File: src/shared/pkt_fmt_params.svh
// Register offsets, field positions, reset values and limits of the channel packet formatter
`ifndef PKT_FMT_PARAMS_SVH
`define PKT_FMT_PARAMS_SVH

`define REG_CTRL        8'h00
`define REG_RATE        8'h04
`define REG_TIMING      8'h08
`define REG_CARD        8'h0C
`define REG_WORDS       8'h10
`define REG_BLOCK_LEN   8'h14
`define REG_STATUS      8'h18

`define CTRL_INT_CLK    0
`define CTRL_DIGITAL    1
`define CTRL_DC_COUPLE  2
`define CTRL_FILL_EN    3

`define HW_INT_CLK      23
`define HW_DIGITAL      22
`define HW_OVERRUN      21
`define HW_OVERRANGE    20
`define HW_EMPTY        19
`define HW_COUPLING     16

`define KIND_MUX        6'h03
`define KIND_STEREO     6'h04
`define FILL_WORD       24'hFFFFFF
`define WORD_BITS       24
`define MAX_BLOCK_WORDS 12'h800
`define BLOCK_LEN_RST   12'h800
`define HDR_LAST_IDX    2'h3
`endif

File: src/shared/pkt_fmt_pkg.sv
// Types shared by the channel packet formatter and its bench
package pkt_fmt_pkg;
    typedef enum logic [2:0] {ST_IDLE, ST_HDR, ST_DATA, ST_FILL} fmt_state_t;

    // One word entering from the acquisition side; last marks the trailing partial word
    typedef struct packed {
        logic        last;
        logic [23:0] word;
    } in_beat_t;

    typedef enum logic [1:0] {W_HEADER, W_DATA, W_PARTIAL, W_FILL} word_kind_t;

    typedef struct packed {
        word_kind_t  kind;
        logic [23:0] word;
    } out_beat_t;
endpackage

File: src/verilog/channel_packet_header_formatter.sv
// Channel packet formatter: header words, data, trailing partial word and fill, with APB setup
`include "pkt_fmt_params.svh"

// Behaviour
// - Header bit 23 marks internal channel clock
// - Header bit 22 marks digital channel
// - Bit 21 reports overrun in previous block
// - Bit 20 reports overrange in current block; code reports events seen up to this block's marker
// - Bit 19 marks block without samples
// - Internal clock: divisor in low sixteen bits
// - External clock: full rate field, 250 Hz
// - Delay field is clock periods minus one
// - Coupling bit one for dc coupling
// - Card parameter zero for kinds 0-2
// - Mux kind: subchannel count, first subchannel
// - Two spare bits above kind always zero
// - Six-bit card kind code
// - Stereo: left upper byte, right lower
// - Partial word, first sample in MSBs
// - Fixed rate pads with all-ones fill
// - Variable blocks never exceed 2048 words
// - Four header words per active channel
// - Partial status zero or rounded-up unused/size
module channel_packet_header_formatter (
    input  wire logic                  pclk,
    input  wire logic                  presetn,
    input  wire logic                  psel,
    input  wire logic                  penable,
    input  wire logic                  pwrite,
    input  wire logic [7:0]            paddr,
    input  wire logic [31:0]           pwdata,
    output logic      [31:0]           prdata,
    output logic                       pready,
    output logic                       pslverr,
    input  wire logic                  block_marker,
    input  wire logic                  overrange_event,
    input  wire logic                  in_valid,
    input  wire pkt_fmt_pkg::in_beat_t in_beat,
    output logic                       in_ready,
    output logic                       out_valid,
    output pkt_fmt_pkg::out_beat_t     out_beat,
    input  wire logic                  out_ready
);
    import pkt_fmt_pkg::*;

    logic [3:0]  ctrl;
    logic [18:0] rate;
    logic [23:0] timing;
    logic [23:0] card;
    logic [28:0] words_cfg;
    logic [11:0] block_len;
    fmt_state_t  state;
    logic [1:0]  hdr_idx;
    logic [11:0] total;
    logic [10:0] data_cnt;
    logic        run_overrun;
    logic        prior_overrun;
    logic        run_overrange;
    logic        blk_overrange;
    logic        adv;
    logic        wr_en;
    logic        rd_hit;
    logic [23:0] hdr_word;
    logic [23:0] data_word;
    logic [7:0]  card_param;
    logic [11:0] len_cap;
    logic        drop_word;

    // Sample size in bits from the four-bit format code
    function automatic logic [4:0] sample_bits(input logic [3:0] fmt);
        if (fmt >= 4'h8) begin
            sample_bits = 5'({fmt, 1'b0} - 5'd6);
        end else begin
            sample_bits = 5'(fmt) + 5'd1;
        end
    endfunction

    function automatic logic [4:0] partial_status(input logic [4:0] cnt, input logic [3:0] fmt);
        logic [9:0] used;
        logic [4:0] sz;
        logic [4:0] unused;
        sz     = sample_bits(fmt);
        used   = 10'(cnt) * 10'(sz);
        unused = (used >= 10'd24) ? 5'd0 : 5'(10'd24 - used);
        if (cnt == 5'd0) begin
            partial_status = 5'd0;
        end else begin
            partial_status = 5'((unused + sz - 5'd1) / sz);
        end
    endfunction

    // Register bus: zero-wait slave, unmapped addresses answer with an error
    assign pready = 1'b1;
    assign wr_en  = psel && penable && pwrite;
    assign rd_hit = (paddr <= `REG_STATUS) && (paddr[1:0] == 2'b00);

    always_comb begin
        pslverr = psel && penable && !rd_hit;
        case (paddr)
            `REG_CTRL:      prdata = {28'h0000000, ctrl};
            `REG_RATE:      prdata = {13'h0000, rate};
            `REG_TIMING:    prdata = {8'h00, timing};
            `REG_CARD:      prdata = {8'h00, card};
            `REG_WORDS:     prdata = {3'h0, words_cfg};
            `REG_BLOCK_LEN: prdata = {20'h00000, block_len};
            `REG_STATUS:    prdata = {16'h0000, prior_overrun, run_overrange, run_overrun,
                                      (state != ST_IDLE), total};
            default:        prdata = 32'h00000000;
        endcase
    end

    always_ff @(posedge pclk or negedge presetn) begin
        if (!presetn) begin
            ctrl      <= 4'h0;
            rate      <= 19'h00000;
            timing    <= 24'h000000;
            card      <= 24'h000000;
            words_cfg <= 29'h00000000;
            block_len <= `BLOCK_LEN_RST;
        end else if (wr_en) begin
            case (paddr)
                `REG_CTRL:      ctrl      <= pwdata[3:0];
                `REG_RATE:      rate      <= pwdata[18:0];
                `REG_TIMING:    timing    <= pwdata[23:0];
                `REG_CARD:      card      <= pwdata[23:0];
                `REG_WORDS:     words_cfg <= pwdata[28:0];
                `REG_BLOCK_LEN: block_len <= pwdata[11:0];
                default:        ;
            endcase
        end
    end

    // Lengths above the format limit are clamped so a block can never grow past it
    assign len_cap = (block_len > `MAX_BLOCK_WORDS || block_len == 12'h000)
                     ? `MAX_BLOCK_WORDS : block_len;

    always_comb begin
        if (card[5:0] == `KIND_MUX) begin
            card_param = {card[19:16], card[23:20]};
        end else begin
            card_param = 8'h00;
        end
    end

    // card: [5:0] kind, [9:8] decade, [14:10] gain, [19:16] subchannels, [23:20] first sub
    // words_cfg: [10:0] count, [14:11] format, [18:15] channel, [23:19] partial samples
    always_comb begin
        case (hdr_idx)
            2'h0: hdr_word = {words_cfg[18:15], words_cfg[14:11], words_cfg[10:0],
                              partial_status(words_cfg[23:19], words_cfg[14:11])};
            2'h1: begin
                hdr_word = 24'h000000;
                hdr_word[`HW_INT_CLK]   = ctrl[`CTRL_INT_CLK];
                hdr_word[`HW_DIGITAL]   = ctrl[`CTRL_DIGITAL];
                hdr_word[`HW_OVERRUN]   = prior_overrun;
                hdr_word[`HW_OVERRANGE] = blk_overrange;
                hdr_word[`HW_EMPTY]     = (words_cfg[10:0] == 11'h000)
                                          && (words_cfg[23:19] == 5'h00);
                if (ctrl[`CTRL_INT_CLK]) begin
                    hdr_word[15:0] = rate[15:0];
                end else begin
                    hdr_word[18:0] = rate;
                end
            end
            2'h2: hdr_word = {timing[23:16],
                              (timing[15:0] == 16'h0000) ? 16'h0000
                                                        : timing[15:0] - 16'h0001};
            default: begin
                hdr_word = {card[9:8], card[14:10], 1'b0, card_param, 2'b00, card[5:0]};
                hdr_word[`HW_COUPLING] = ctrl[`CTRL_DC_COUPLE];
                // Spare pair stays zero from the concatenation above
            end
        endcase
    end

    // Stereo sources present the left sample low and the right sample above it
    always_comb begin
        if (card[5:0] == `KIND_STEREO) begin
            data_word = {8'h00, in_beat.word[7:0], in_beat.word[15:8]};
        end else begin
            data_word = in_beat.word;
        end
    end

    assign adv       = !out_valid || out_ready;
    assign in_ready  = (state == ST_DATA) && adv;
    // One slot is held back for the partial word; words past the count or the length are lost
    assign drop_word = (data_cnt >= words_cfg[10:0]) || (total >= len_cap - 12'h001);

    always_ff @(posedge pclk or negedge presetn) begin
        if (!presetn) begin
            state   <= ST_IDLE;
            hdr_idx <= 2'h0;
        end else begin
            case (state)
                ST_IDLE: begin
                    if (block_marker) begin
                        state   <= ST_HDR;
                        hdr_idx <= 2'h0;
                    end
                end
                ST_HDR: begin
                    if (adv) begin
                        hdr_idx <= hdr_idx + 2'h1;
                        if (hdr_idx == `HDR_LAST_IDX) begin
                            state <= ST_DATA;
                        end
                    end
                end
                ST_DATA: begin
                    if (in_valid && in_ready && in_beat.last) begin
                        if (ctrl[`CTRL_FILL_EN] && (total + 12'h001 < len_cap)) begin
                            state <= ST_FILL;
                        end else begin
                            state <= ST_IDLE;
                        end
                    end
                end
                ST_FILL: begin
                    if (adv && (total + 12'h001 >= len_cap)) begin
                        state <= ST_IDLE;
                    end
                end
                default: state <= ST_IDLE;
            endcase
        end
    end

    always_ff @(posedge pclk or negedge presetn) begin
        if (!presetn) begin
            out_valid <= 1'b0;
            out_beat  <= '0;
        end else if (adv) begin
            out_valid <= 1'b0;
            case (state)
                ST_HDR: begin
                    out_valid <= 1'b1;
                    out_beat  <= '{kind: W_HEADER, word: hdr_word};
                end
                ST_DATA: begin
                    if (in_valid && in_beat.last) begin
                        out_valid <= 1'b1;
                        out_beat  <= '{kind: W_PARTIAL, word: in_beat.word};
                    end else if (in_valid && !drop_word) begin
                        out_valid <= 1'b1;
                        out_beat  <= '{kind: W_DATA, word: data_word};
                    end
                end
                ST_FILL: begin
                    out_valid <= 1'b1;
                    out_beat  <= '{kind: W_FILL, word: `FILL_WORD};
                end
                default: ;
            endcase
        end
    end

    // Word accounting for the block being formatted
    always_ff @(posedge pclk or negedge presetn) begin
        if (!presetn) begin
            total    <= 12'h000;
            data_cnt <= 11'h000;
        end else if (state == ST_IDLE && block_marker) begin
            total    <= 12'h000;
            data_cnt <= 11'h000;
        end else if (adv && (state == ST_HDR || state == ST_FILL
                             || (state == ST_DATA && in_valid && (in_beat.last || !drop_word)))) begin
            total <= total + 12'h001;
            if (state == ST_DATA && !in_beat.last) begin
                data_cnt <= data_cnt + 11'h001;
            end
        end
    end

    // Overrun of this block is reported in the next header; a new event beats the clear
    always_ff @(posedge pclk or negedge presetn) begin
        if (!presetn) begin
            run_overrun   <= 1'b0;
            prior_overrun <= 1'b0;
        end else begin
            if (block_marker && state == ST_IDLE) begin
                prior_overrun <= run_overrun;
                run_overrun   <= 1'b0;
            end
            if ((state == ST_DATA && in_valid && in_ready && !in_beat.last && drop_word)
                || (block_marker && state != ST_IDLE)) begin
                run_overrun <= 1'b1;
            end
        end
    end

    always_ff @(posedge pclk or negedge presetn) begin
        if (!presetn) begin
            run_overrange <= 1'b0;
            blk_overrange <= 1'b0;
        end else begin
            if (block_marker && state == ST_IDLE) begin
                blk_overrange <= run_overrange || overrange_event;
                run_overrange <= 1'b0;
            end else if (overrange_event) begin
                run_overrange <= 1'b1;
            end
        end
    end
endmodule // channel_packet_header_formatter

File: config.mk
export PLATFORM = sky130hd
export DESIGN_NAME = channel_packet_header_formatter
export DESIGN_NICKNAME = d
export VERILOG_FILES = /design/src/shared/pkt_fmt_pkg.sv /design/src/verilog/channel_packet_header_formatter.sv
export VERILOG_INCLUDE_DIRS = /design/src /design/src/shared
export SDC_FILE = /design/constraint.sdc
export NUM_CORES = 1
export LEC_CHECK = 0
export BUFFER_PORTS_ARGS = -buffer_cell sky130_fd_sc_hd__buf_2
export CORE_MARGIN = 8
export CORE_UTILIZATION = 65
export CTS_CLUSTER_SIZE = 14
export DETAILED_ROUTE_END_ITERATION = 7
export PLACE_DENSITY = 0.87
export SLEW_MARGIN = 20
export SYNTH_ARGS = -nofsm -noshare
export SYNTH_HDL_FRONTEND = slang
export SYNTH_SLANG_ARGS = --single-unit
File: constraint.sdc
create_clock -name pclk -period 20.1 [get_ports pclk]
set_input_delay 4.02 -clock pclk [delete_from_list [all_inputs] [get_ports pclk]]
set_output_delay 4.02 -clock pclk [all_outputs]
set_load 0.005 [all_outputs]
# --- Yosys cells after proc, flatten, opt, wreduce, memory -nomap -nowiden ---
# Cells that the tools add are included.
classes:
  n_addsub: 10
  n_mul: 1
  div_mod_pow: 1
  magnitude_cmp: 8
  eq_ne: 20
  muxes: 36
  reduce_logical: 59
op_table:
  columns: ["operator", "count"]
  rows:
  - ["29-bit case mux with 7 select lines", 1]
  - ["26-bit case mux with 3 select lines", 1]
  - ["24-bit case mux with 3 select lines", 1]
  - ["26-bit 2-to-1 mux", 2]
  - ["12-bit 2-to-1 mux", 3]
  - ["11-bit 2-to-1 mux", 3]
  - ["8-bit by 5-bit equality test with 1-bit output (second input constant)", 3]
  - ["12-bit greater-or-equal comparator", 2]
  - ["24-bit 2-to-1 mux", 1]
  - ["1-bit logical AND", 21]
  - ["5-bit 2-to-1 mux", 4]
  - ["3-bit 2-to-1 mux", 6]
  - ["8-bit by 4-bit equality test with 1-bit output (second input constant)", 2]
  - ["16-bit logical NOT", 1]
  - ["16-bit 2-to-1 mux", 1]
  - ["16-bit by 1-bit subtractor with 16-bit output (second input constant)", 1]
  - ["2-bit AND reduction", 7]
  - ["12-bit by 1-bit adder with 12-bit output (second input constant)", 1]
  - ["12-bit > comparator (second input constant)", 1]
  - ["12-bit logical NOT", 1]
  - ["12-bit less-than comparator", 1]
  - ["3-bit case mux with 4 select lines", 1]
  - ["12-bit by 1-bit subtractor with 12-bit output (second input constant)", 1]
  - ["11-bit by 1-bit adder with 11-bit output (second input constant)", 1]
  - ["38 further kinds", 68]
word_totals:
  register_bits: 171
  output_inout_bits: 62
  elab_cells: 152

# --- Logic depth before layout (Yosys ltp) ---
# Gate-level depths: netlist (run 1).
depth:
  ltp_word: 13
  mapped_depth: 52

# --- Least setup slack after synthesis (run 1) ---
# No wires, ideal clock.
synth_path:
  path_type: "register to register"
  from: "register words_cfg[11]"
  to: "register out_beat[0] (netlist bit)"
  arrival_ns: 10.896
  t_required_ns: 19.975
  path_slack_ns: 9.079
  stages_incl_launch_ff: 49
  path_buffers: 1
  period_less_slack_ns: 11.021
  path_cell_list: "dfrtp_1 clkbuf_1 inv_1 ha_1 inv_1 a21oi_1 nand2_1 fa_1 fa_1 inv_1 fa_1 ha_1 or2_1 a221oi_1 o211ai_2 nor4_4 nand2_1 ha_1 (+13 left out) mux2_2 ha_1 o21a_1 o21a_1 o22ai_1 mux2i_1 ha_1 o31a_1 o21ai_0 nand2b_1 o221ai_1 mux2_2 ha_1 a21oi_1 o21ai_0 nand3_1 a31oi_1 mux2_2"
synth_via:
  elab_chain_cells: 12
synth_lines:
  columns: ["item", "line_no", "rtl"]
  rows:
  - ["start: declaration", "channel_packet_header_formatter.sv:50", "logic [28:0] words_cfg;"]
  - ["start signal: assignment", "channel_packet_header_formatter.sv:126", "`REG_WORDS: words_cfg <= pwdata[28:0];"]
  - ["5-bit by 3-bit subtractor with 5-bit output, or another cell as far along", "channel_packet_header_formatter.sv:72", "sample_bits = 5'({fmt, 1'b0} - 5'd6);"]
  - ["5-bit 2-to-1 mux (*)", "channel_packet_header_formatter.sv:71", "if (fmt >= 4'h8) begin"]
  - ["5-bit 2-to-1 mux (*)", "channel_packet_header_formatter.sv:148", "case (hdr_idx)"]
  - ["5-bit by 5-bit multiplier with 10-bit output", "channel_packet_header_formatter.sv:83", "used = 10'(cnt) * 10'(sz);"]
  - ["10-bit by 5-bit greater-or-equal comparator with 1-bit output or 5-bit subtractor (tied branches)", "channel_packet_header_formatter.sv:84", "unused = (used >= 10'd24) ? 5'd0 : 5'(10'd24 - used);"]
  - ["5-bit 2-to-1 mux", "channel_packet_header_formatter.sv:84", null]
  - ["5-bit adder", "channel_packet_header_formatter.sv:88", "partial_status = 5'((unused + sz - 5'd1) / sz);"]
  - ["5-bit by 1-bit subtractor with 5-bit output", "channel_packet_header_formatter.sv:88", null]
  - ["5-bit by 5-bit divider with 5-bit output (*)", "channel_packet_header_formatter.sv:88", null]
  - ["5-bit 2-to-1 mux (*)", "channel_packet_header_formatter.sv:85", "if (cnt == 5'd0) begin"]
  - ["24-bit case mux with 3 select lines (*)", "channel_packet_header_formatter.sv:148", null]
  - ["26-bit case mux with 3 select lines (*)", "channel_packet_header_formatter.sv:235", "case (state)"]
  - ["end signal: assignment", "channel_packet_header_formatter.sv:238", "out_beat <= '{kind: W_HEADER, word: hdr_word};"]
  - ["end signal: assignment", "channel_packet_header_formatter.sv:243", "out_beat <= '{kind: W_PARTIAL, word: in_beat.word};"]
  - ["end signal: assignment", "channel_packet_header_formatter.sv:246", "out_beat <= '{kind: W_DATA, word: data_word};"]
  - ["end: declaration", "channel_packet_header_formatter.sv:41", "output pkt_fmt_pkg::out_beat_t out_beat,"]
# Every way passes the cells marked *; elsewhere a longest branch is shown, timed or not. The select of a mux whose other input is x is not followed.
# A chain may end at the register's enable or synchronous reset.

# --- Worst setup path in the final report (run 1) ---
# Same ends and word-level chain as after synthesis.

==> results.ini, run 1 <==
[cells_and_area]
drive_gt1_share_pct = 25.87
fillerInstances = 1272
final_nets = 1479
fin_area_sq_um = 13440
utilization_pct = 72.81
final_cell_mix = dfrtp_1 (169), mux2_2 (128), buf_2 (127), nand2_1 (108), ha_1 (86)
regArea_sq_um = 4255
area_delta_synth_final_pct = 11.19
diodes = 0
layout_commonest_cell = dfrtp_1
multiInputGateArea_sq_um = 7256

[worst_setup_path]
rrSetupSlack_ns = 6.95
end_kind = flop
worstRegToRegCells = 47
worstSetupPathType = reg2reg
crit_fanout = 13
worstSetupStartpointType = flop
crit_arrival_ns = 13.48
slowest_stage = a21oi_1
reg2reg_from = words_cfg[11]
path_common_cell = ha_1
worstPathRequired_ns = 20.43
max_stage_delay_ns = 0.69
r2r-end = out_beat[0]

[synth]
seq_area_frac_synth_pct = 35.21
synth_cell_types = 86
synth_area_leaders = dfrtp_1 (35%), mux2_2 (12%), ha_1 (8.9%)
yosysWarnings = 0
synth.top_cell.area_share_pct = 35.00
postSynthAreaPerCell_sq_um = 9.987
synth_edf_count = 0
synth-seq-cells = 170
syn-cell-area_sq_um = 12080
synth-main-ff-cell = dfrtp_1
synth_top_cell_by_area = dfrtp_1
postSynthCellCount = 1210
async_flop_share_pct = 100.0

[floorplanning]
die_y_um = 152.4
placementRows = 50
io_pins = 136
dieWidth_um = 152.4
initial_utilization_pct = 65.48
die_area_sq_um = 23210
core_sq_um = 18460

[global_routing]
grt_start_max_net_pins = 108
grt_first_pass_wirelength_mm = 58.49
grtUsageTotal_pct = 31.53
grt_pass1_vias = 10630
antenna_found_initial = 2
grt_overflow_total = 0

[timing]
setup_total_negative_slack_ns = 0
post-route-min-period_ns = 13.15
fmax_ghz = 0.07604
setup_viol_count_final = 0
grt_setup_unrepaired = no
fin_ws_ns = 6.949
post-route-period-util_pct = 65.43
max_slew_margin_pct = 29.53
hold_viol_final = 0
drv_slew = 0
fin_skew_ns = 0.008702
tightest_slew_ns = 1.053

[placed_design]
dp_hpwl_mm = 27.06
numPortBuffers = 128
place_area_sq_um = 12820
place_congestion = 1.033
dp_slack_ns = 7.198

[power_and_ir_drop]
vdd_ir_drop_max_mv = 0.08033
leakage_nw = 6.797
power.density_nw_per_um2 = 91.57

[clocking]
post-cts-setup-buffers = 0
cts.repair.resized = 0
clock_latency_ns = 0.44
clk_pin_slew_ns = 0.07
ctsHoldBuffers = 0
cts_sinks = 170
cts_buffer_depth = 2
cts_tree = yes
cts_buffers = 17
clock-root-buffer = clkbuf_16
htree_levels = 4

[drt]
dr.pass1.iters = 6
drt_iter0_drc = 1252
routed_wl_mm = 36.88
ant_nets = 0
num_vias = 10600
drc = 0
avgViaCountPerCell = 6.812
routedWlPerCell_um = 23.70

[min_path]
min_path_type = reg2reg
hold_start = words_cfg[28]
whs_path_depth = 1
min_to = words_cfg[28]

[flow_run]
max-cap-violations = 0

[run_status]
status = finished clean

synthesized netlist by cell type, types with 28 or more instances:
cell,instances
dfrtp_1,169
mux2_2,128
nand2_1,109
ha_1,86
inv_1,72
nor2_1,47
clkbuf_1,46
o21ai_0,46
a21oi_1,42
a22oi_1,37
nand3_1,37
xnor2_1,28
worst max-delay path, delay by kind of cell, from the launching register on:
| family | cells | cell delay (ns) |
|---|---|---|
| buffers and inverters | 3 | 0.18 |
| multiplexers | 4 | 1.46 |
| AO/OA/AOI/OAI | 18 | 4.42 |
| adder cells (fa/ha/maj) | 12 | 4.27 |
| AND/OR/NAND/NOR | 7 | 1.38 |
| XOR/XNOR | 3 | 0.71 |
| flip-flops | 1 | 0.62 |
where the power goes:
group	switching, mW	internal, mW
clock	0.146	0.201
combinational	0.269	0.205
sequential	0.0336	0.376
stage by stage:
step / power (mW) / cells / hold WS [ns]
detailed placement: 0.8760 / 1524 / 0.4865
global route: 1.292 / 1556 / 0.5164
CTS: 1.221 / 1556 / 0.5008
floorplan: 0.7411 / 1213 / 0.4561
finish: 1.230 / 1556 / 0.4978
global placement: 0.8524 / 1524 / 0.4794
flip-flops by register name, indices dropped and copies added (netlist names):
name and cells:
words_cfg 29, out_valid 1, total 12, blk_overrange 1, run_overrun 1, state 2, prior_overrun 1, out_beat 26
block_len 12, card 24, rate 19, data_cnt 11, run_overrange 1, hdr_idx 2, ctrl 4, timing 24
cell type report:
type | count | share of cell area, %
Multi-Input combinational cell | 905 | 54.00
Inverter | 74 | 2.067
Tap cell | 234 | 2.179
Sequential cell | 170 | 31.67
Clock buffer | 20 | 3.324
Clock inverter | 12 | 1.220
Timing Repair Buffer | 141 | 5.541
cell families (layout without fill, tap and decap cells):
group,count (synthesis),in the layout,synth area share (%)
adder cells (fa/ha/maj),96,96,10.56
buffers and inverters,138,247,4.980
flip-flops,170,170,35.21
AND/OR/NAND/NOR,316,316,13.17
multiplexers,167,167,15.78
AO/OA/AOI/OAI,277,277,17.04
XOR/XNOR,44,44,3.189
other,2,5,0.06215
layer usage:
layer  routed length, um  track usage [%]  vias to the layer above  part of all wire (%)
met5                  12                0                        -                 0.033
met4                1688            15.94                        2                   4.6
met3                4045            8.225                      130                    11
met2               16740            49.27                      679                    45
met1               14390            39.91                     5118                    39
li1                    -                -                     4670                     -
how the worst max path moves through the flow:
| stage | slack (ns) | depth (start not counted) | from | to |
|---|---|---|---|---|
| 3_3_place_gp | 7.57 | 47 | words_cfg[11] | out_beat[0] |
| 2_1_floorplan | 9.08 | 48 | words_cfg[11] | out_beat[0] |
| 4_1_cts | 7.11 | 47 | words_cfg[11] | out_beat[0] |
| 5_1_grt | 6.14 | 47 | words_cfg[11] | out_beat[0] |
| 3_5_place_dp | 7.20 | 47 | words_cfg[11] | out_beat[0] |
| 6_report | 6.95 | 47 | words_cfg[11] | out_beat[0] |
No activity file was read; power rests on OpenSTA's default activity.
==> inputs of run 2 (changes only) <==
--- a/config.mk
+++ b/config.mk
@@ -8,10 +8,10 @@
 export LEC_CHECK = 0
 export BUFFER_PORTS_ARGS = -buffer_cell sky130_fd_sc_hd__buf_2
 export CORE_MARGIN = 8
-export CORE_UTILIZATION = 65
+export CORE_UTILIZATION = 60
 export CTS_CLUSTER_SIZE = 14
 export DETAILED_ROUTE_END_ITERATION = 7
-export PLACE_DENSITY = 0.87
+export PLACE_DENSITY = 0.81
 export SLEW_MARGIN = 20
 export SYNTH_ARGS = -nofsm -noshare
 export SYNTH_HDL_FRONTEND = slang
==> constraint.sdc (replaced) <==
create_clock -name pclk -period 12.1 [get_ports pclk]
set_input_delay 2.42 -clock pclk [delete_from_list [all_inputs] [get_ports pclk]]
set_output_delay 2.42 -clock pclk [all_outputs]
set_load 0.005 [all_outputs]
==> results.ini, run 2 (synthesized netlist as in run 1, its figures left out) <==
[flow_run]
max-cap-violations = 0  ; unchanged

[placed_design]
numPortBuffers = 128  ; unchanged
dp_hpwl_mm = 26.85  ; was 27.06 mm
place_congestion = 1.001  ; was 1.033
placedCellCount = 1564  ; was 1524

[timing]
hold_viol_final = 0  ; unchanged
fin_skew_ns = 0.01224  ; was 0.008702 ns
drv_slew = 0  ; unchanged
setup_viol_count_final = 0  ; unchanged
post-route-period-util_pct = 93.36  ; was 65.43%
grt_setup_unrepaired = no  ; unchanged
max_slew_margin_pct = 29.45  ; was 29.53%
setup_total_negative_slack_ns = 0  ; unchanged
fmax_ghz = 0.08853  ; was 0.07604 GHz
post-route-min-period_ns = 11.30  ; was 13.15 ns
tightest_slew_ns = 1.054  ; was 1.053 ns

[cells_and_area]
top_register = words_cfg  ; unchanged
regArea_sq_um = 4257  ; was 4255 sq um
final_nets = 1484  ; was 1479
largest_reg_flops = 29  ; unchanged
reg_top3 = words_cfg: 29 flops, out_beat: 26 flops  ; unchanged
fillerInstances = 1566  ; was 1272
layout_commonest_cell = dfrtp_1  ; unchanged
multiInputGateArea_sq_um = 7253  ; was 7256 sq um
final_cell_mix = dfrtp_1 (168), mux2_2 (128), buf_2 (127), nand2_1 (109), ha_1 (86)  ; was dfrtp_1 (169), mux2_2 (128), buf_2 (127), nand2_1 (108), ha_1 (86)
diodes = 0  ; unchanged
fin_cells = 1597  ; was 1556
drive_gt1_share_pct = 26.38  ; was 25.87%
area_delta_synth_final_pct = 11.60  ; was 11.19%

[clocking]
cts_buffer_depth = 2  ; unchanged
clock_latency_ns = 0.44  ; about the same
cts_buffers = 17  ; unchanged
htree_levels = 4  ; unchanged
clock-root-buffer = clkbuf_16  ; unchanged
clk_pin_slew_ns = 0.07  ; about the same
ctsHoldBuffers = 0  ; unchanged
cts_tree = yes  ; unchanged
cts_sinks = 170  ; unchanged

[run_status]
status = finished clean  ; unchanged

[drt]
routedWlPerCell_um = 22.27  ; was 23.70 um
routed_wl_mm = 35.56  ; was 36.88 mm
ant_nets = 0  ; unchanged
drt_iter0_drc = 1187  ; was 1252
avgViaCountPerCell = 6.562  ; was 6.812
drc = 0  ; unchanged
num_vias = 10480  ; was 10.60k
dr.pass1.iters = 8  ; was 6

[global_routing]
grtUsageTotal_pct = 29.14  ; was 31.53%
grt_pass1_vias = 10250  ; was 10.63k
antenna_found_initial = 1  ; was 2
grt_first_pass_wirelength_mm = 56.23  ; was 58.49 mm
grt_overflow_total = 0  ; unchanged
grt_start_max_net_pins = 67  ; was 108

[floorplanning]
io_pins = 136  ; unchanged
die_area_sq_um = 24940  ; was 23210 sq um
die_y_um = 157.9  ; was 152.4 um
core_sq_um = 19970  ; was 18460 sq um
initial_utilization_pct = 60.50  ; was 65.48%
placementRows = 52  ; was 50
dieWidth_um = 157.9  ; was 152.4 um

[worst_setup_path]
worstSetupStartpointType = flop  ; unchanged
path_common_cell = ha_1  ; unchanged
crit_arrival_ns = 11.62  ; was 13.48 ns
worstPathRequired_ns = 12.43  ; was 20.43 ns
slowest_stage = fa_1  ; was a21oi_1
worstSetupPathType = reg2reg  ; unchanged
max_stage_delay_ns = 0.54  ; was 0.69 ns
crit_fanout = 7  ; was 13
end_kind = flop  ; unchanged
rrSetupSlack_ns = 0.80  ; was 6.95 ns

[power_and_ir_drop]
power.density_nw_per_um2 = 150.2  ; was 91.57 nW/um^2
vdd_ir_drop_max_mv = 0.1551  ; was 0.08033 mV
leakage_nw = 6.797  ; about the same

[min_path]
min_path_type = reg2reg  ; unchanged

==> run 2: worst paths after layout <==
check | cells past startpoint | endpoint | startpoint
worst max register to register | 50 | out_beat[0] | words_cfg[12]
max in group asynchronous | 3 | words_cfg[11] | presetn
worst min-delay path | 1 | words_cfg[25] | words_cfg[25]
worst min register to register | 1 | words_cfg[25] | words_cfg[25]
min in group asynchronous | 1 | out_beat[20] | presetn
worst max-delay path | 50 | out_beat[0] | words_cfg[12]
==> run 2: metrics by stage <==
stage | power, mW | area [sq um] | worst slack, ns | utilization (%) | hold WS (ns)
detailed placement | 1.477 | 12890 | 0.5417 | 64.55 | 0.4861
floorplan | 1.231 | 12100 | 1.079 | - | 0.4561
global placement | 1.437 | 12890 | 0.7127 | 64.55 | 0.4813
CTS | 2.015 | 13470 | 0.4927 | 67.44 | 0.5013
finish | 2.025 | 13490 | 0.8038 | 67.51 | 0.4986
global route | 2.145 | 13490 | 0.05380 | 67.51 | 0.5084
==> run 2: power breakdown <==
| group | leakage [nW] | internal, mW | switching, mW |
|---|---|---|---|
| Clock | 0.276 | 0.294 | 0.246 |
| Sequential | 2.34 | 0.624 | 0.0606 |
| Combinational | 4.18 | 0.361 | 0.440 |
==> run 2: worst max-delay path: cells and delay by family (launching register included) <==
kind                       cells  cell delay [ns]
adders and majority gates     12             4.24
AOI/OAI and AO/OA             18             2.82
and+or+nand+nor                9             1.58
muxes                          3             0.88
xor gates and xnor gates       3             0.63
DFF                            1             0.50
buffers and inverters          5             0.50
==> run 2: per-layer routing <==
metal / vias up / wire (um) / GRT usage [%] / part of all wire [%]
li1: 4668 / - / - / -
met5: - / 0 / 0 / 0
met1: 5066 / 14310 / 37.72 / 40
met2: 607 / 15810 / 44.85 / 44
met4: 0 / 1833 / 14.91 / 5.2
met3: 139 / 3616 / 6.907 / 10
==> run 2: what timing repair did <==
item | CTS | global route
endpoints found under the setup margin | 0 | 1
setup buffers | 0 | 1
resized for setup | 0 | 2
==> run 2: cell type report <==
type | count | share of cell area (%)
clock inverter | 14 | 1.030
timing repair buffer | 146 | 5.799
sequential | 170 | 31.56
multi-input combinational | 905 | 53.79
clock buffer | 18 | 3.257
inverter | 74 | 2.060
tap | 270 | 2.505
